## src/aec_pkg.sv

```systemverilog
package aec_pkg;
  // Register byte addresses.
  localparam logic [7:0] ADDR_CTL_STATUS = 8'h00;
  localparam logic [7:0] ADDR_CLK_CTL    = 8'h04;
  localparam logic [7:0] ADDR_EDGE_GATE  = 8'h08;
  localparam logic [7:0] ADDR_UPPER      = 8'h0C;
  localparam logic [7:0] ADDR_LOWER      = 8'h10;
  localparam logic [7:0] ADDR_IRQ_FLAG   = 8'h14;
  localparam logic [7:0] ADDR_IRQ_EN     = 8'h18;
  localparam logic [7:0] ADDR_PWM_CMP    = 8'h1C;
  localparam logic [7:0] ADDR_PWM_DATA   = 8'h20;
  localparam logic [7:0] ADDR_CLK_STOP   = 8'h24;
  // counter_ctl_status fields.
  localparam int CS_OVH   = 7;
  localparam int CS_OVL   = 6;
  localparam int CS_SPLIT = 4;
  localparam int CS_UPPER_COUNT_ENABLE  = 3;
  localparam int CS_LOWER_COUNT_ENABLE  = 2;
  localparam int CS_UPPER_RESET_CTL  = 1;
  localparam int CS_LOWER_RESET_CTL  = 0;
  // counter_clock_ctl fields, low bit of each 2-bit field.
  localparam int CC_HCLK  = 6;
  localparam int CC_LCLK  = 4;
  localparam int CC_HEDGE = 2;
  localparam int CC_LEDGE = 0;
  // edge_gate_sel_reg fields.
  localparam int EG_GEDGE = 0;
  localparam int EG_PWMEN = 2;
  localparam int EG_PWMCK = 3;
  // Interrupt flag and enable bits.
  localparam int IF_EVCNT = 0;
  localparam int IF_GATE  = 1;
  // module_clock_stop_2 standby bit and writable mask.
  localparam int          CKS_STANDBY = 3;
  localparam logic [7:0] CKS_RW_MASK = 8'h1B;
  // Reset values.
  localparam logic [7:0] RST_CTL_STATUS = 8'h00;
  localparam logic [7:0] RST_CLK_CTL    = 8'h00;
  localparam logic [7:0] RST_EDGE_GATE  = 8'h00;
  localparam logic [7:0] RST_CLK_STOP   = 8'hFF;
  // Clock source and edge encodings.
  localparam logic [1:0] SRC_PIN   = 2'h0;
  localparam logic [1:0] SRC_DIV2  = 2'h1;
  localparam logic [1:0] SRC_DIV4  = 2'h2;
  localparam logic [1:0] EDGE_RISE = 2'h1;
  localparam logic [1:0] EDGE_BOTH = 2'h2;
  localparam logic [7:0] CNT_MAX   = 8'hFF;
  // Bus responses.
  localparam logic [1:0] RESP_OKAY   = 2'h0;
  localparam logic [1:0] RESP_SLVERR = 2'h2;
endpackage : aec_pkg

```

## src/aec_top.sv

```systemverilog
// Contract
// Standby bit 0 stops counting; 1, the reset value, runs normally.
// Split bit 0 chains both 8-bit counters into one 16-bit counter.
// In 16-bit mode low clock select picks clock/2, /4, /8 or low pin.
// Low edge select chooses which low pin transitions count.
// Reset gives 16-bit mode, pin source, falling edge counting.
// 16-bit wrap from FFFF clears both halves, sets upper overflow, continues.
// Any overflow sets the counter interrupt flag; enable passes request.
// Split bit 1 runs counters alone; upper select picks divider or high pin.
// High edge select chooses which high pin transitions count.
// 8-bit wrap from FF clears that counter and sets its own flag.
// Without PWM gating both counters count only while gate pin is high.
// Gate edges raise an interrupt on the gate vector.
// Gate event sets gate flag; request only if gate enable is 1.
// Gate edge select picks rising, falling or both gate edges.
// With PWM gating both counters count only while PWM output is high.
// PWM output edges set the same gate flag by the same select.
// Software keeps PWM data below compare before enabling PWM.
// PWM low for data+1 periods, repeats every compare+1, source /2../64.
// Gating cuts the clock, so counts may be off by one.
// In 16-bit mode the upper counter counts lower overflows.
// Count enable 0 holds a counter; 1 lets clocks increment it.
// Counter reset bit 0 holds the counter at zero; 1 releases it.
// Overflow flag clears only by writing 0 after reading it as 1.
// Pins are synchronised before they touch counters or flags.
//
// Added by the designer: the register addresses and the AXI4-Lite register port.
`timescale 1ns/1ps
module aec_top
  import aec_pkg::*;
(
  // Clock and reset
  input  wire logic        aclk,
  input  wire logic        aresetn,
  // AXI4-Lite write channels
  input  wire logic [7:0]  awaddr,
  input  wire logic        awvalid,
  output logic             awready,
  input  wire logic [31:0] wdata,
  input  wire logic [3:0]  wstrb,
  input  wire logic        wvalid,
  output logic             wready,
  output logic [1:0]       bresp,
  output logic             bvalid,
  input  wire logic        bready,
  // AXI4-Lite read channels
  input  wire logic [7:0]  araddr,
  input  wire logic        arvalid,
  output logic             arready,
  output logic [31:0]      rdata,
  output logic [1:0]       rresp,
  output logic             rvalid,
  input  wire logic        rready,
  // Event and gate pins
  input  wire logic        low_event_pin,
  input  wire logic        high_event_pin,
  input  wire logic        gate_pin,
  // Interrupt requests and gate output
  output logic             evcnt_irq_req,
  output logic             gate_irq_req,
  output logic             gate_pwm_out
);

  typedef struct packed {
    logic [7:0]  ctl;
    logic [7:0]  clk;
    logic [7:0]  egs;
    logic [7:0]  cstop;
    logic [7:0]  up;
    logic [7:0]  lo;
    logic [1:0]  iflag;
    logic [1:0]  ien;
    logic [15:0] cmp;
    logic [15:0] dat;
    logic [15:0] pcnt;
    logic        pout;
    logic [5:0]  div;
    logic [2:0]  sl;
    logic [2:0]  sh;
    logic [2:0]  sg;
    logic        gprev;
    logic [1:0]  arm;
    logic        aw_full;
    logic [7:0]  aw_a;
    logic        w_full;
    logic [15:0] wd;
    logic [1:0]  ws;
    logic        aw_rdy;
    logic        w_rdy;
    logic        bv;
    logic [1:0]  br;
    logic        ar_rdy;
    logic        rv;
    logic [1:0]  rr;
    logic [15:0] rd;
    logic        irq_e;
    logic        irq_g;
  } aec_state_t;

  localparam aec_state_t ST_RST = '{
    ctl: RST_CTL_STATUS, clk: RST_CLK_CTL, egs: RST_EDGE_GATE,
    cstop: RST_CLK_STOP, aw_rdy: 1'b1, w_rdy: 1'b1, ar_rdy: 1'b1,
    default: '0};

  aec_state_t s_reg;
  aec_state_t s_next;

  function automatic logic reg_ok(input logic [7:0] a);
    case (a)
      ADDR_CTL_STATUS, ADDR_CLK_CTL, ADDR_EDGE_GATE, ADDR_UPPER,
      ADDR_LOWER, ADDR_IRQ_FLAG, ADDR_IRQ_EN, ADDR_PWM_CMP,
      ADDR_PWM_DATA, ADDR_CLK_STOP: reg_ok = 1'b1;
      default: reg_ok = 1'b0;
    endcase
  endfunction : reg_ok

  // Encoding 3 senses falling edges, like 0.
  function automatic logic edge_hit(input logic [1:0] sel,
                                    input logic rise, input logic fall);
    case (sel)
      EDGE_RISE: edge_hit = rise;
      EDGE_BOTH: edge_hit = rise | fall;
      default:   edge_hit = fall;
    endcase
  endfunction : edge_hit

  function automatic logic src_tick(input logic [1:0] sel,
                                    input logic pin_ev,
                                    input logic [5:0] dv);
    case (sel)
      SRC_PIN:  src_tick = pin_ev;
      SRC_DIV2: src_tick = dv[0];
      SRC_DIV4: src_tick = &dv[1:0];
      default:  src_tick = &dv[2:0];
    endcase
  endfunction : src_tick

  logic       run;
  logic       split;
  logic       pwm_en;
  logic       gate;
  logic       ptick;
  logic       lo_clk;
  logic       lo_wrap;
  logic       hi_src;
  logic       hi_clk;
  logic       ovh_set;
  logic       ovl_set;
  logic       gev;
  logic       commit;
  logic [2:0] pck;

  assign run    = s_reg.cstop[CKS_STANDBY];
  assign split  = s_reg.ctl[CS_SPLIT];
  assign pwm_en = s_reg.egs[EG_PWMEN];
  assign pck    = s_reg.egs[EG_PWMCK +: 3];
  // Codes above 5 saturate at the slowest source.
  assign ptick  = &(s_reg.div | (6'h3E << ((pck > 3'h5) ? 3'h5 : pck)));
  // Gated from the synchronised gate pin level or the PWM output, so a count may slip by one. R19
  assign gate   = pwm_en ? s_reg.pout : s_reg.sg[1];
  assign lo_clk = run & gate & s_reg.ctl[CS_LOWER_COUNT_ENABLE] & s_reg.ctl[CS_LOWER_RESET_CTL]
    & src_tick(s_reg.clk[CC_LCLK +: 2],
               edge_hit(s_reg.clk[CC_LEDGE +: 2],
                        s_reg.sl[1] & ~s_reg.sl[2],
                        ~s_reg.sl[1] & s_reg.sl[2]), s_reg.div);
  assign lo_wrap = lo_clk & (s_reg.lo == CNT_MAX);
  assign hi_src  = split
    ? src_tick(s_reg.clk[CC_HCLK +: 2],
               edge_hit(s_reg.clk[CC_HEDGE +: 2],
                        s_reg.sh[1] & ~s_reg.sh[2],
                        ~s_reg.sh[1] & s_reg.sh[2]), s_reg.div)
    : lo_wrap;
  assign hi_clk  = run & gate & s_reg.ctl[CS_UPPER_COUNT_ENABLE] & s_reg.ctl[CS_UPPER_RESET_CTL]
    & hi_src;
  assign ovh_set = hi_clk & (s_reg.up == CNT_MAX);
  assign ovl_set = split & lo_wrap;
  assign gev     = run & edge_hit(s_reg.egs[EG_GEDGE +: 2],
                                  gate & ~s_reg.gprev,
                                  ~gate & s_reg.gprev);
  assign commit  = s_reg.aw_full & s_reg.w_full & ~s_reg.bv;

  always_comb begin
    s_next     = s_reg;
    s_next.div = s_reg.div + 6'h01;
    // Stage 0 is read only by stage 1; edges compare stages 1 and 2.
    s_next.sl  = {s_reg.sl[1:0], low_event_pin};
    s_next.sh  = {s_reg.sh[1:0], high_event_pin};
    s_next.sg  = {s_reg.sg[1:0], gate_pin};
    s_next.gprev = gate;

    // PWM phase counter; compare above data is left to software. R17
    if (!pwm_en) begin
      s_next.pcnt = '0;
      s_next.pout = 1'b0;
    end else if (run && ptick) begin
      s_next.pcnt = (s_reg.pcnt == s_reg.cmp) ? 16'h0000
                                               : s_reg.pcnt + 16'h0001;
      s_next.pout = s_next.pcnt > s_reg.dat;
    end

    if (!s_reg.ctl[CS_LOWER_RESET_CTL]) begin
      s_next.lo = '0;
    end else if (lo_clk) begin
      s_next.lo = s_reg.lo + 8'h01;
    end
    if (!s_reg.ctl[CS_UPPER_RESET_CTL]) begin
      s_next.up = '0;
    end else if (hi_clk) begin
      s_next.up = s_reg.up + 8'h01;
    end

    // Bus channel capture.
    if (awvalid && s_reg.aw_rdy) begin
      s_next.aw_full = 1'b1;
      s_next.aw_a    = awaddr;
    end
    if (wvalid && s_reg.w_rdy) begin
      s_next.w_full = 1'b1;
      s_next.wd     = wdata[15:0];
      s_next.ws     = wstrb[1:0];
    end
    if (s_reg.bv && bready) begin
      s_next.bv = 1'b0;
    end
    if (commit) begin
      s_next.aw_full = 1'b0;
      s_next.w_full  = 1'b0;
      s_next.bv      = 1'b1;
      s_next.br      = reg_ok(s_reg.aw_a) ? RESP_OKAY : RESP_SLVERR;
      if (s_reg.ws[0]) begin
        case (s_reg.aw_a)
          ADDR_CTL_STATUS: begin
            s_next.ctl[5:0] = s_reg.wd[5:0];
            // Flags clear only if seen set by an earlier read. R23
            if (!s_reg.wd[CS_OVH] && s_reg.arm[1]) begin
              s_next.ctl[CS_OVH] = 1'b0;
              s_next.arm[1]      = 1'b0;
            end
            if (!s_reg.wd[CS_OVL] && s_reg.arm[0]) begin
              s_next.ctl[CS_OVL] = 1'b0;
              s_next.arm[0]      = 1'b0;
            end
          end
          ADDR_CLK_CTL:  s_next.clk = s_reg.wd[7:0];
          ADDR_EDGE_GATE: s_next.egs = s_reg.wd[7:0];
          ADDR_IRQ_FLAG: s_next.iflag = s_reg.iflag & s_reg.wd[1:0];
          ADDR_IRQ_EN:   s_next.ien = s_reg.wd[1:0];
          ADDR_PWM_CMP:  s_next.cmp[7:0] = s_reg.wd[7:0];
          ADDR_PWM_DATA: s_next.dat[7:0] = s_reg.wd[7:0];
          ADDR_CLK_STOP: s_next.cstop = (s_reg.cstop & ~CKS_RW_MASK)
                                      | (s_reg.wd[7:0] & CKS_RW_MASK);
          default: ;
        endcase
      end
      if (s_reg.ws[1] && s_reg.aw_a == ADDR_PWM_CMP) begin
        s_next.cmp[15:8] = s_reg.wd[15:8];
      end
      if (s_reg.ws[1] && s_reg.aw_a == ADDR_PWM_DATA) begin
        s_next.dat[15:8] = s_reg.wd[15:8];
      end
    end
    s_next.aw_rdy = ~s_next.aw_full;
    s_next.w_rdy  = ~s_next.w_full;

    // Read channel; reading the status arms any set flag for clearing.
    if (s_reg.rv && rready) begin
      s_next.rv     = 1'b0;
      s_next.ar_rdy = 1'b1;
    end
    if (arvalid && s_reg.ar_rdy) begin
      s_next.rv     = 1'b1;
      s_next.ar_rdy = 1'b0;
      s_next.rr     = reg_ok(araddr) ? RESP_OKAY : RESP_SLVERR;
      case (araddr)
        ADDR_CTL_STATUS: begin
          s_next.rd  = {8'h00, s_reg.ctl};
          s_next.arm = s_next.arm | s_reg.ctl[CS_OVH:CS_OVL];
        end
        ADDR_CLK_CTL:   s_next.rd = {8'h00, s_reg.clk};
        ADDR_EDGE_GATE: s_next.rd = {8'h00, s_reg.egs};
        ADDR_UPPER:     s_next.rd = {8'h00, s_reg.up};
        ADDR_LOWER:     s_next.rd = {8'h00, s_reg.lo};
        ADDR_IRQ_FLAG:  s_next.rd = {14'h0000, s_reg.iflag};
        ADDR_IRQ_EN:    s_next.rd = {14'h0000, s_reg.ien};
        ADDR_PWM_CMP:   s_next.rd = s_reg.cmp;
        ADDR_PWM_DATA:  s_next.rd = s_reg.dat;
        ADDR_CLK_STOP:  s_next.rd = {8'h00, s_reg.cstop};
        default:        s_next.rd = 16'h0000;
      endcase
    end

    // Hardware sets are applied last so they win over a clear.
    s_next.ctl[CS_OVH] = s_next.ctl[CS_OVH] | ovh_set;
    s_next.ctl[CS_OVL] = s_next.ctl[CS_OVL] | ovl_set;
    s_next.iflag[IF_EVCNT] = s_next.iflag[IF_EVCNT] | ovh_set
                           | ovl_set;
    s_next.iflag[IF_GATE]  = s_next.iflag[IF_GATE] | gev;
    s_next.irq_e = s_next.iflag[IF_EVCNT] & s_next.ien[IF_EVCNT];
    s_next.irq_g = s_next.iflag[IF_GATE] & s_next.ien[IF_GATE];
  end

  always_ff @(posedge aclk) begin
    if (!aresetn) begin
      s_reg <= ST_RST;
    end else begin
      s_reg <= s_next;
    end
  end

  assign awready       = s_reg.aw_rdy;
  assign wready        = s_reg.w_rdy;
  assign bvalid        = s_reg.bv;
  assign bresp         = s_reg.br;
  assign arready       = s_reg.ar_rdy;
  assign rvalid        = s_reg.rv;
  assign rresp         = s_reg.rr;
  assign rdata         = {16'h0000, s_reg.rd};
  assign evcnt_irq_req = s_reg.irq_e;
  assign gate_irq_req  = s_reg.irq_g;
  assign gate_pwm_out  = s_reg.pout;

  AST_WRAP16: assert property (@(posedge aclk) disable iff (!aresetn)
    !split && hi_clk && s_reg.up == CNT_MAX && s_reg.lo == CNT_MAX
    |=> s_reg.ctl[CS_OVH] && s_reg.up == 8'h00 && s_reg.lo == 8'h00)
    else $error("16-bit wrap did not clear and flag");
  AST_WRAP8L: assert property (@(posedge aclk) disable iff (!aresetn)
    split && lo_wrap |=> s_reg.ctl[CS_OVL] && s_reg.lo == 8'h00
    && s_reg.iflag[IF_EVCNT])
    else $error("8-bit lower wrap mishandled");
  AST_NO_OVL16: assert property (@(posedge aclk) disable iff (!aresetn)
    !split && !s_reg.ctl[CS_OVL] |=> !s_reg.ctl[CS_OVL])
    else $error("lower flag set in 16-bit mode");
  AST_GATE_LOW: assert property (@(posedge aclk) disable iff (!aresetn)
    !gate && s_reg.ctl[CS_LOWER_RESET_CTL] |=> $stable(s_reg.lo))
    else $error("lower counter moved with gate low");
  AST_STANDBY: assert property (@(posedge aclk) disable iff (!aresetn)
    !run && s_reg.ctl[CS_UPPER_RESET_CTL] && s_reg.ctl[CS_LOWER_RESET_CTL]
    |=> $stable({s_reg.up, s_reg.lo}) && !$rose(s_reg.iflag[IF_GATE]))
    else $error("counter active in standby");
  AST_CLR_HOLD: assert property (@(posedge aclk) disable iff (!aresetn)
    !s_reg.ctl[CS_UPPER_RESET_CTL] |=> s_reg.up == 8'h00)
    else $error("upper counter not held at zero");
  AST_PWM_WRAP: assert property (@(posedge aclk) disable iff (!aresetn)
    pwm_en && run && ptick && s_reg.pcnt == s_reg.cmp
    |=> s_reg.pcnt == 16'h0000 && !s_reg.pout)
    else $error("gate PWM period wrong");
  AST_GATE_IRQ: assert property (@(posedge aclk) disable iff (!aresetn)
    gev |=> s_reg.iflag[IF_GATE] && (gate_irq_req == s_reg.ien[IF_GATE]))
    else $error("gate event lost");
  AST_NO_CLEAR: assert property (@(posedge aclk) disable iff (!aresetn)
    s_reg.ctl[CS_OVH] && !s_reg.arm[1] |=> s_reg.ctl[CS_OVH])
    else $error("upper flag cleared without read");
  AST_WRAP8H: assert property (@(posedge aclk) disable iff (!aresetn)
    split && ovh_set |=> s_reg.ctl[CS_OVH] && s_reg.up == 8'h00)
    else $error("8-bit upper wrap mishandled");
  AST_CNT_HOLD: assert property (@(posedge aclk) disable iff (!aresetn)
    !s_reg.ctl[CS_LOWER_COUNT_ENABLE] && s_reg.ctl[CS_LOWER_RESET_CTL] |=> $stable(s_reg.lo))
    else $error("lower counter moved with count enable low");
  AST_PWM_CUT: assert property (@(posedge aclk) disable iff (!aresetn)
    pwm_en && !s_reg.pout && s_reg.ctl[CS_UPPER_RESET_CTL] |=> $stable(s_reg.up))
    else $error("upper counter moved with PWM gate low");
  AST_EV_IRQ: assert property (@(posedge aclk) disable iff (!aresetn)
    ovh_set || ovl_set |=> s_reg.iflag[IF_EVCNT]
    && (evcnt_irq_req == s_reg.ien[IF_EVCNT]))
    else $error("overflow did not raise the counter request");
  AST_CHAIN16: assert property (@(posedge aclk) disable iff (!aresetn)
    !split && s_reg.ctl[CS_UPPER_RESET_CTL] && !lo_wrap |=> $stable(s_reg.up))
    else $error("upper counter moved without a lower wrap");
  AST_PWM_LOW: assert property (@(posedge aclk) disable iff (!aresetn)
    pwm_en && run && ptick && s_reg.pcnt < s_reg.dat |=> !s_reg.pout)
    else $error("gate PWM high inside its low phase");
endmodule : aec_top
```

## config.mk

```make
export PLATFORM = sky130hd
export DESIGN_NAME = aec_top
export DESIGN_NICKNAME = d
export VERILOG_FILES = /design/src/aec_pkg.sv /design/src/aec_top.sv
export SDC_FILE = /design/constraint.sdc
export NUM_CORES = 1
export LEC_CHECK = 0
export ABC_AREA = 1
export BUFFER_PORTS_ARGS = -buffer_cell sky130_fd_sc_hd__buf_2
export CAP_MARGIN = 20
export CORE_UTILIZATION = 53
export CTS_BUF_LIST = sky130_fd_sc_hd__clkbuf_16
export CTS_CLUSTER_SIZE = 28
export DETAILED_ROUTE_END_ITERATION = 12
export PLACE_DENSITY_LB_ADDON = 0.05
export SETUP_SLACK_MARGIN = 0.15
export SYNTH_ARGS = -nofsm -noshare
export SYNTH_HDL_FRONTEND = slang
export SYNTH_SLANG_ARGS = --single-unit
```

## constraint.sdc

```tcl
create_clock -name aclk -period 2.1 [get_ports aclk]
set_input_delay 0.21 -clock aclk [delete_from_list [all_inputs] [get_ports aclk]]
set_output_delay 0.21 -clock aclk [all_outputs]
set_load 0.1 [all_outputs]
```

==> out/qor.csv, run 1 <==
metric,value,unit
failing checks,negative setup slack,
CTS H-tree depth,4,
crit-path max cell delay,0.37,ns
busiest grt layer,met2,
CP arrival,2.62,ns
Layout area overhead,19.8,%
kind of critical path,flip-flop to flip-flop,
met2 GRT Util,0.426,
Avg Vias per Cell,5.09,
Place WS,-0.315,ns
unrepaired setup endpoints after global routing,true,
total CTS buffers,17,
Wirelength per Cell,14.7,um
area of the mapped netlist,8580,um2
final hold slack,0.0127,ns
Num Clock Sinks,167,
core region area,15800,um2
initial DRC count,621,
antenna violations before repair,1,
Die Area,16700,um2
TritonRoute pass-1 iters,5,
"flops & latches, synth",167,
Std-Cell Rows,46,
ys async rst share,0,
Vias,7888,
first-pass GRT wire length,36300,um
critical path peak fanout,5,
initial core utilization,0.542,
GR Util met1,0.409,
Post-synth top cells,"229 x nand2_1, 167 x dfxtp_1, 161 x inv_1",
Hold Path Class,input port to flip-flop,
fin nets,1416,
skew final,0.0147,ns
clk buf depth,2,
max_cap viols,0,
Worst Tran Pin Value,0.705,ns
Die Wd,129,um
Yosys cell types,41,
fmax,0.435,GHz
"Seq/Total Area, Yosys",0.390,
Antenna Nets Post-Route,0,
Worst IR Drop VDD,0.726,mV
drt drc,0,
detailed placement HPWL,17100,um
vias in the first global route,7130,
I/O pin cnt,106,
top post-synthesis cells by area,"dfxtp_1 39%, nand2_1 10%, inv_1 7.0%",
non-filler instance count after layout,1550,
"Hold Vio Cnt, Final",0,
CP cell instances,"nand3_2, nor2_2, nand4_1, nor2_2, xor2_1, nand2_2, inv_2, ha_4, nand2_4, nor2_4, nand4_1, nor4_2, nor2_1, nand2_1, a21oi_2",
status,"finished, violations left",
min Tclk post-route,2.30,ns
largest net degree at the start of global routing,36,
All-Layer GR Usage,0.284,
Final GP Congestion,0.922,
Cells after DPL,1511,
"area leader, netlist",dfxtp_1,
Port Buf Inserts,69,
fin util,0.649,
"Power, Total",7.01,mW
relative slew slack,0.530,
PwrDens,682,nW/um2
post-synth top area share,0.390,
Die Ht,129,um
cells after synthesis,1201,
share of cells above drive strength 1,0.204,
startpoint types,flip-flop,
Worst Setup End Kind,flip-flop,
most numerous cell in the Yosys netlist,nand2_1,
Largest register FFs,130,
root buf cell,clkbuf_16,
synthesis warning total,0,
fin worst setup slack,-0.200,ns
GR Overflow Total,0,
WL final,22800,um
"Setup violations, final",1,
ys flop type,dfxtp_1,
CP max-delay cell,dfxtp_4,
crit share post-route,1.10,
CP Data Required Time,2.42,ns
Pleak,4.58,nW
"Slew Viols, Final",0,
"Avg Cell Area, Syn",7.14,um2
"Reg clk slew, reported paths",0.07,ns
grt met3 use,0.0570,
"EDFF count, synth",0,
Skew-Pair Late Insertion Delay,0.44,ns
TritonCTS clock tree,yes,
-- through the flow --
| stage | TNS [ns] | instance area (um2) |
|---|---|---|
| global placement | -0.260 | 9430 |
| detailed placement | -0.315 | 9430 |
| floorplan | -0.157 | 8670 |
| global route | -0.439 | 10300 |
| CTS | -0.242 | 10100 |
| finish | -0.200 | 10300 |
-- path summary, 6_finish.rpt --
check / depth (start not counted) / endpoint / slack, ns / start
max: 15 / gate_pwm_out$_SDFFE_PN0P_ / -0.20 / s_reg[76]$_SDFFE_PN0P_
min: 3 / s_reg[42]$_SDFFE_PN0P_ / 0.01 / wdata[13]
min reg2reg: 2 / s_next[60]$_SDFF_PN0_ / 0.42 / s_next[59]$_SDFF_PN0_
max reg2reg: 15 / gate_pwm_out$_SDFFE_PN0P_ / -0.20 / s_reg[76]$_SDFFE_PN0P_
-- where the power goes --
group | switching [mW] | total [mW] | internal [mW]
combinational | 0.523 | 0.665 | 0.142
sequential | 0.0392 | 3.27 | 3.23
clock | 1.41 | 3.07 | 1.66
-- logic make-up (layout without fill, tap and decap cells) --
kind of cell,after synthesis,after routing,share of synthesized area
AOI/OAI and AO/OA,250,250,0.164
xor gates and xnor gates,26,26,0.0266
adders and majority gates,33,33,0.0481
and+or+nand+nor,483,483,0.244
other,1,19,0.000437
DFF,167,167,0.390
buffers and inverters,241,356,0.127
-- what timing repair did --
item,4_1_cts,5_1_grt
pin swaps,5,18
hold buffers,3,0
gates cloned,0,0
resized for setup,19,47
setup endpoints to repair,3,16
hold endpoints to repair,3,0
buffers inserted,0,4
-- metal layers --
metal	wire (um)	up-vias	share of wire
met5	0	-	0
met4	287	0	0.013
met3	1390	24	0.061
met2	9540	222	0.42
met1	11600	3571	0.51
li1	-	4071	-
-- worst max-delay path, delay by kind of cell (launching register included) --
kind | cells | cell delay [ns]
adders and majority gates | 1 | 0.27
AOI/OAI and AO/OA | 1 | 0.05
buffers and inverters | 1 | 0.05
xor gates and xnor gates | 1 | 0.09
DFF | 1 | 0.37
and+or+nand+nor | 11 | 1.35
-- placed cells by master (no fill, tap or decap), types with 30 or more instances in the layout --
master / count
nand2_1: 222
inv_1: 158
dfxtp_1: 154
nor2_1: 135
a21oi_1: 95
o21ai_0: 90
buf_4: 83
buf_2: 69
nand3_1: 55
a211oi_1: 30
-- final cells by class --
type / instances / area [um2]
tap: 216 / 270
multi-input combinational: 810 / 4400
fill: 1472 / 5560
clock buffer: 17 / 425
sequential: 167 / 3370
antenna: 1 / 2.50
timing repair buffer: 157 / 1020
inverter: 168 / 636
clock inverter: 14 / 144
No activity file was read; power rests on OpenSTA's default activity.
==> inputs of run 2 (changes only) <==
--- a/config.mk
+++ b/config.mk
@@ -8,9 +8,8 @@
 export ABC_AREA = 1
 export BUFFER_PORTS_ARGS = -buffer_cell sky130_fd_sc_hd__buf_2
 export CAP_MARGIN = 20
-export CORE_UTILIZATION = 53
+export CORE_UTILIZATION = 45
 export CTS_BUF_LIST = sky130_fd_sc_hd__clkbuf_16
-export CTS_CLUSTER_SIZE = 28
 export DETAILED_ROUTE_END_ITERATION = 12
 export PLACE_DENSITY_LB_ADDON = 0.05
 export SETUP_SLACK_MARGIN = 0.15
==> out/qor.csv, run 2 (same netlist as run 1, synthesis figures left out) <==
metric,value,unit
status,"finished, violations left",
failing checks,negative setup slack,
Die Area,19600,um2
Die Ht,140,um
fin nets,1419,
WL final,23500,um
core region area,18700,um2
Largest register FFs,130,
diode count,0,
initial DRC count,635,
Cells after DPL,1532,
largest net degree at the start of global routing,53,
most frequent cells in the layout,"220 x nand2_1, 153 x dfxtp_1, 151 x inv_1, 134 x nor2_1, 95 x a21oi_1",
initial core utilization,0.459,
TritonCTS clock tree,yes,
I/O pin cnt,106,
CP arrival,2.78,ns
GR Overflow Total,0,
total CTS buffers,17,
Worst Tran Pin Value,0.791,ns
"Setup violations, final",1,
first-pass GRT wire length,37200,um
crit share post-route,1.17,
"Reg clk slew, reported paths",0.07,ns
"Power, Total",7.03,mW
Worst IR Drop VDD,0.581,mV
root buf cell,clkbuf_16,
fin worst setup slack,-0.359,ns
non-filler instance count after layout,1571,
Port Buf Inserts,69,
critical path peak fanout,4,
Wirelength per Cell,14.9,um
fmax,0.407,GHz
Std-Cell Rows,50,
detailed placement HPWL,17600,um
skew final,0.0177,ns
"most common cell after layout, fill and taps aside",nand2_1,
Final GP Congestion,0.895,
kind of critical path,flip-flop to flip-flop,
Skew-Pair Late Insertion Delay,0.43,ns
unrepaired setup endpoints after global routing,true,
antenna violations before repair,0,
CTS H-tree depth,4,
drt drc,0,
share of cells above drive strength 1,0.220,
Num Clock Sinks,167,
clk buf depth,2,
Die Wd,140,um
vias in the first global route,6980,
Layout area overhead,21.8,%
Vias,7812,
Hold Path Class,input port to flip-flop,
Avg Vias per Cell,4.97,
CP Data Required Time,2.42,ns
All-Layer GR Usage,0.243,
startpoint types,flip-flop,
TritonRoute pass-1 iters,5,
relative slew slack,0.472,
min Tclk post-route,2.46,ns
Antenna Nets Post-Route,0,
"Slew Viols, Final",0,
Pleak,4.66,nW
max_cap viols,0,
"Hold Vio Cnt, Final",0,
Worst Setup End Kind,flip-flop,
PwrDens,673,nW/um2
Place WS,-0.287,ns
[run 2: cell types whose count changed in the layout (fill, tap and decap cells not counted), moves of 3 or more]
cell | before | now
o21ai_0 | 90 | 93
inv_2 | 7 | 13
o21ai_1 | 10 | 7
nand3_4 | 0 | 3
inv_1 | 158 | 151
clkinv_4 | 0 | 4
ha_1 | 28 | 25
ha_4 | 4 | 7
[run 2: where the power goes]
part	internal (mW)	switching, mW
Combinational	0.138	0.526
Clock	1.59	1.51
Sequential	3.23	0.0398
Total	4.96	2.07
[run 2: layout make-up]
cell class / instances / area, um2
clock buffers: 17 / 425
flip-flops and latches: 167 / 3370
fillers: 1831 / 8260
multi-input cells: 810 / 4500
well taps: 234 / 293
inverters: 168 / 638
clock inverters: 15 / 160
repair buffers: 160 / 1060
[run 2: critical path, cell delays in order (launching register included)]
cell and delay [ns]:
dfxtp_4 0.38, nand3_4 0.09, nor2_4 0.11, nand4_1 0.22
nor2_1 0.22, xor2_1 0.27, nand2_4 0.08, inv_2 0.07
ha_4 0.12, nand2_2 0.05, nor2_2 0.11, nand4_1 0.14
nor4_2 0.27, nor2_1 0.07, nand2_1 0.07, a21oi_1 0.05
[run 2: metrics by stage]
step                      hold WS [ns]  utilization  instance area, um2  TNS, ns
after floorplan                  0.308            -                8670   -0.157
after global placement           0.390        0.507                9480   -0.273
after detailed placement         0.395        0.507                9480   -0.287
after CTS                      0.00303        0.541               10100   -0.273
after global routing            0.0188        0.559               10400   -0.504
final                           0.0156        0.559               10400   -0.359
[run 2: final timing paths]
kind                                from                         to  slack, ns  cells past startpoint
setup / recovery  s_reg[74]$_SDFFE_PN0P_  gate_pwm_out$_SDFFE_PN0P_      -0.36                     15
hold reg to reg    s_next[62]$_SDFF_PN0_      s_next[63]$_SDFF_PN0_       0.42                      2
hold / removal                    bready        bvalid$_SDFFE_PN0P_       0.02                      4
setup reg to reg  s_reg[74]$_SDFFE_PN0P_  gate_pwm_out$_SDFFE_PN0P_      -0.36                     15
[run 2: timing repair]
| action | 4_1_cts | 5_1_grt |
|---|---|---|
| endpoints found under the hold margin | 3 | 0 |
| resized for setup | 10 | 73 |
| hold buffers | 3 | 0 |
| setup endpoints to repair | 5 | 13 |
| pin swaps | 2 | 29 |
| setup buffers | 1 | 3 |
[run 2: layer usage]
layer	part of all wire	routed length, um	GRT usage
met1	0.52	12300	0.367
met4	0.0076	178	0.0532
met3	0.057	1340	0.0530
met2	0.41	9710	0.348
met5	0	0	0
==> inputs of run 3 (changes only) <==
--- a/config.mk
+++ b/config.mk
@@ -6,7 +6,7 @@
 export NUM_CORES = 1
 export LEC_CHECK = 0
 export ABC_AREA = 1
-export BUFFER_PORTS_ARGS = -buffer_cell sky130_fd_sc_hd__buf_2
+export BUFFER_PORTS_ARGS = -buffer_cell sky130_fd_sc_hd__clkbuf_2
 export CAP_MARGIN = 20
 export CORE_UTILIZATION = 45
 export CTS_BUF_LIST = sky130_fd_sc_hd__clkbuf_16
==> out/qor.csv, run 3 (same netlist as run 1, synthesis figures left out) <==
metric,value,unit
status,"finished, violations left",
failing checks,negative setup slack,
"most used cell, CP",nand2_1,
Layout area overhead,20.0,%
most frequent cells in the layout,"225 x nand2_1, 161 x inv_1, 155 x dfxtp_1, 134 x nor2_1, 94 x a21oi_1",
total CTS buffers,17,
largest net degree at the start of global routing,61,
worst r2r path cells,16,
R2R Setup Slk,-0.26,ns
Num Clock Sinks,167,
Std-Cell Rows,50,
setup TNS,-0.257,ns
min Tclk post-route,2.36,ns
DR WL met2,9630,um
Die Ht,140,um
fin worst setup slack,-0.257,ns
diode count,0,
Die Wd,140,um
Worst Tran Pin Value,0.801,ns
wl on met1,12500,um
Worst IR Drop VDD,0.531,mV
PwrDens,683,nW/um2
vias in the first global route,7195,
Vias,7852,
Hold Path Class,input port to flip-flop,
CP cell instances,"xnor2_1, nand2_1, nor3_2, nand2_2, nor2_4, inv_4, nand2_1, inv_1, ha_1, nand2_1, nor2_2, nand4_1, nor4_2, nor2_1, nand2_1, a21oi_1",
CTS H-tree depth,4,
crit-path max cell delay,0.39,ns
Wirelength per Cell,15.0,um
Port Buf Inserts,69,
"most common cell after layout, fill and taps aside",nand2_1,
clk buf depth,2,
RR Endpoint,gate_pwm_out$_SDFFE_PN0P_,
kind of critical path,flip-flop to flip-flop,
highest metal used,met4,
RR Startpoint,s_reg[77]$_SDFFE_PN0P_,
crit share post-route,1.12,
metal3 WL,1270,um
CP Data Required Time,2.41,ns
fmax,0.424,GHz
"Hold Vio Cnt, Final",0,
I/O pin cnt,106,
Skew-Pair Late Insertion Delay,0.43,ns
skew final,0.0110,ns
initial core utilization,0.459,
end of the worst hold path,bvalid$_SDFFE_PN0P_,
CP max-delay cell,dfxtp_2,
initial DRC count,559,
GR Overflow Total,0,
WL final,23600,um
root buf cell,clkbuf_16,
Worst Setup End Kind,flip-flop,
share of cells above drive strength 1,0.201,
Fill cells,1902,
detailed placement HPWL,17700,um
hold path depth,4,
Die Area,19600,um2
hold path start,bready,
CP arrival,2.67,ns
"Setup violations, final",1,
CP bufs+invs,2,
critical path peak fanout,10,
Top delay family on crit path,simple AND/OR/NAND/NOR gates,
Largest register FFs,130,
antenna violations before repair,0,
"Reg clk slew, reported paths",0.08,ns
All-Layer GR Usage,0.251,
fin nets,1423,
Pleak,4.59,nW
Avg Vias per Cell,4.99,
TritonCTS clock tree,yes,
Final GP Congestion,0.922,
TritonRoute pass-1 iters,5,
max_cap viols,0,
first-pass GRT wire length,38400,um
fin util,0.550,
unrepaired setup endpoints after global routing,true,
startpoint types,flip-flop,
Antenna Nets Post-Route,0,
relative slew slack,0.465,
"Slew Viols, Final",0,
core region area,18700,um2
drt drc,0,
-- run 3: changes by cell type in the layout (fill, tap and decap cells not counted), moves of 4 or more --
cell / previous run / this run
ha_1: 25 / 32
nand2_1: 220 / 225
ha_4: 7 / 0
buf_4: 85 / 89
inv_1: 151 / 161
nand3_1: 54 / 59
buf_2: 69 / 0
clkbuf_2: 0 / 69
inv_2: 13 / 3
-- run 3: how the worst max path moves through the flow --
stage / start / cells past startpoint / end
after floorplan: s_reg[80]$_SDFFE_PN0P_ / 18 / gate_pwm_out$_SDFFE_PN0P_
after global placement: s_reg[113]$_SDFFE_PN0P_ / 16 / gate_pwm_out$_SDFFE_PN0P_
after detailed placement: s_reg[113]$_SDFFE_PN0P_ / 16 / gate_pwm_out$_SDFFE_PN0P_
after CTS: s_reg[106]$_SDFFE_PN0P_ / 15 / gate_pwm_out$_SDFFE_PN0P_
after global routing: s_reg[108]$_SDFFE_PN0P_ / 16 / gate_pwm_out$_SDFFE_PN0P_
final: s_reg[77]$_SDFFE_PN0P_ / 16 / gate_pwm_out$_SDFFE_PN0P_
-- run 3: metrics by stage --
| step | area, um2 | setup slack [ns] | cells | power, mW | hold slack [ns] |
|---|---|---|---|---|---|
| CTS | 10200 | -0.263 | 1573 | 7.08 | 0.00353 |
| global placement | 9520 | -0.304 | 1537 | 4.00 | 0.393 |
| floorplan | 8670 | -0.157 | 1218 | 3.86 | 0.308 |
| global route | 10300 | -0.457 | 1575 | 7.29 | 0.0143 |
| finish | 10300 | -0.257 | 1575 | 7.03 | 0.0159 |
| detailed placement | 9520 | -0.373 | 1537 | 4.01 | 0.403 |
-- run 3: final cells by class --
type | count | area (um2) | area share
Multi-Input combinational cell | 810 | 4340 | 0.421
Sequential cell | 167 | 3360 | 0.326
Timing Repair Buffer | 164 | 1090 | 0.105
Inverter | 168 | 638 | 0.0620
Clock buffer | 17 | 425 | 0.0413
Tap cell | 234 | 293 | 0.0284
Clock inverter | 15 | 158 | 0.0153
-- run 3: what timing repair did --
item	CTS	global route
setup buffers	1	2
pin swaps	3	10
endpoints found under the setup margin	2	18
hold endpoints to repair	3	0
cloned	0	0
hold buffers	3	0
gates resized for setup	12	35
-- run 3: metal layers --
layer  track usage  vias to the layer above
li1              -                     4100
met1         0.374                     3525
met2         0.371                      209
met3        0.0520                       18
met4        0.0544                        0
met5             0                        -
-- run 3: power breakdown --
part / switching [mW] / internal, mW
sequential: 0.0418 / 3.24
combinational: 0.525 / 0.138
clock: 1.50 / 1.59
total: 2.07 / 4.96
-- run 3: worst min-delay path: stages --
cell,delay [ns]
clkbuf_2,0.07
inv_1,0.03
nand2_1,0.04
a21oi_1,0.06
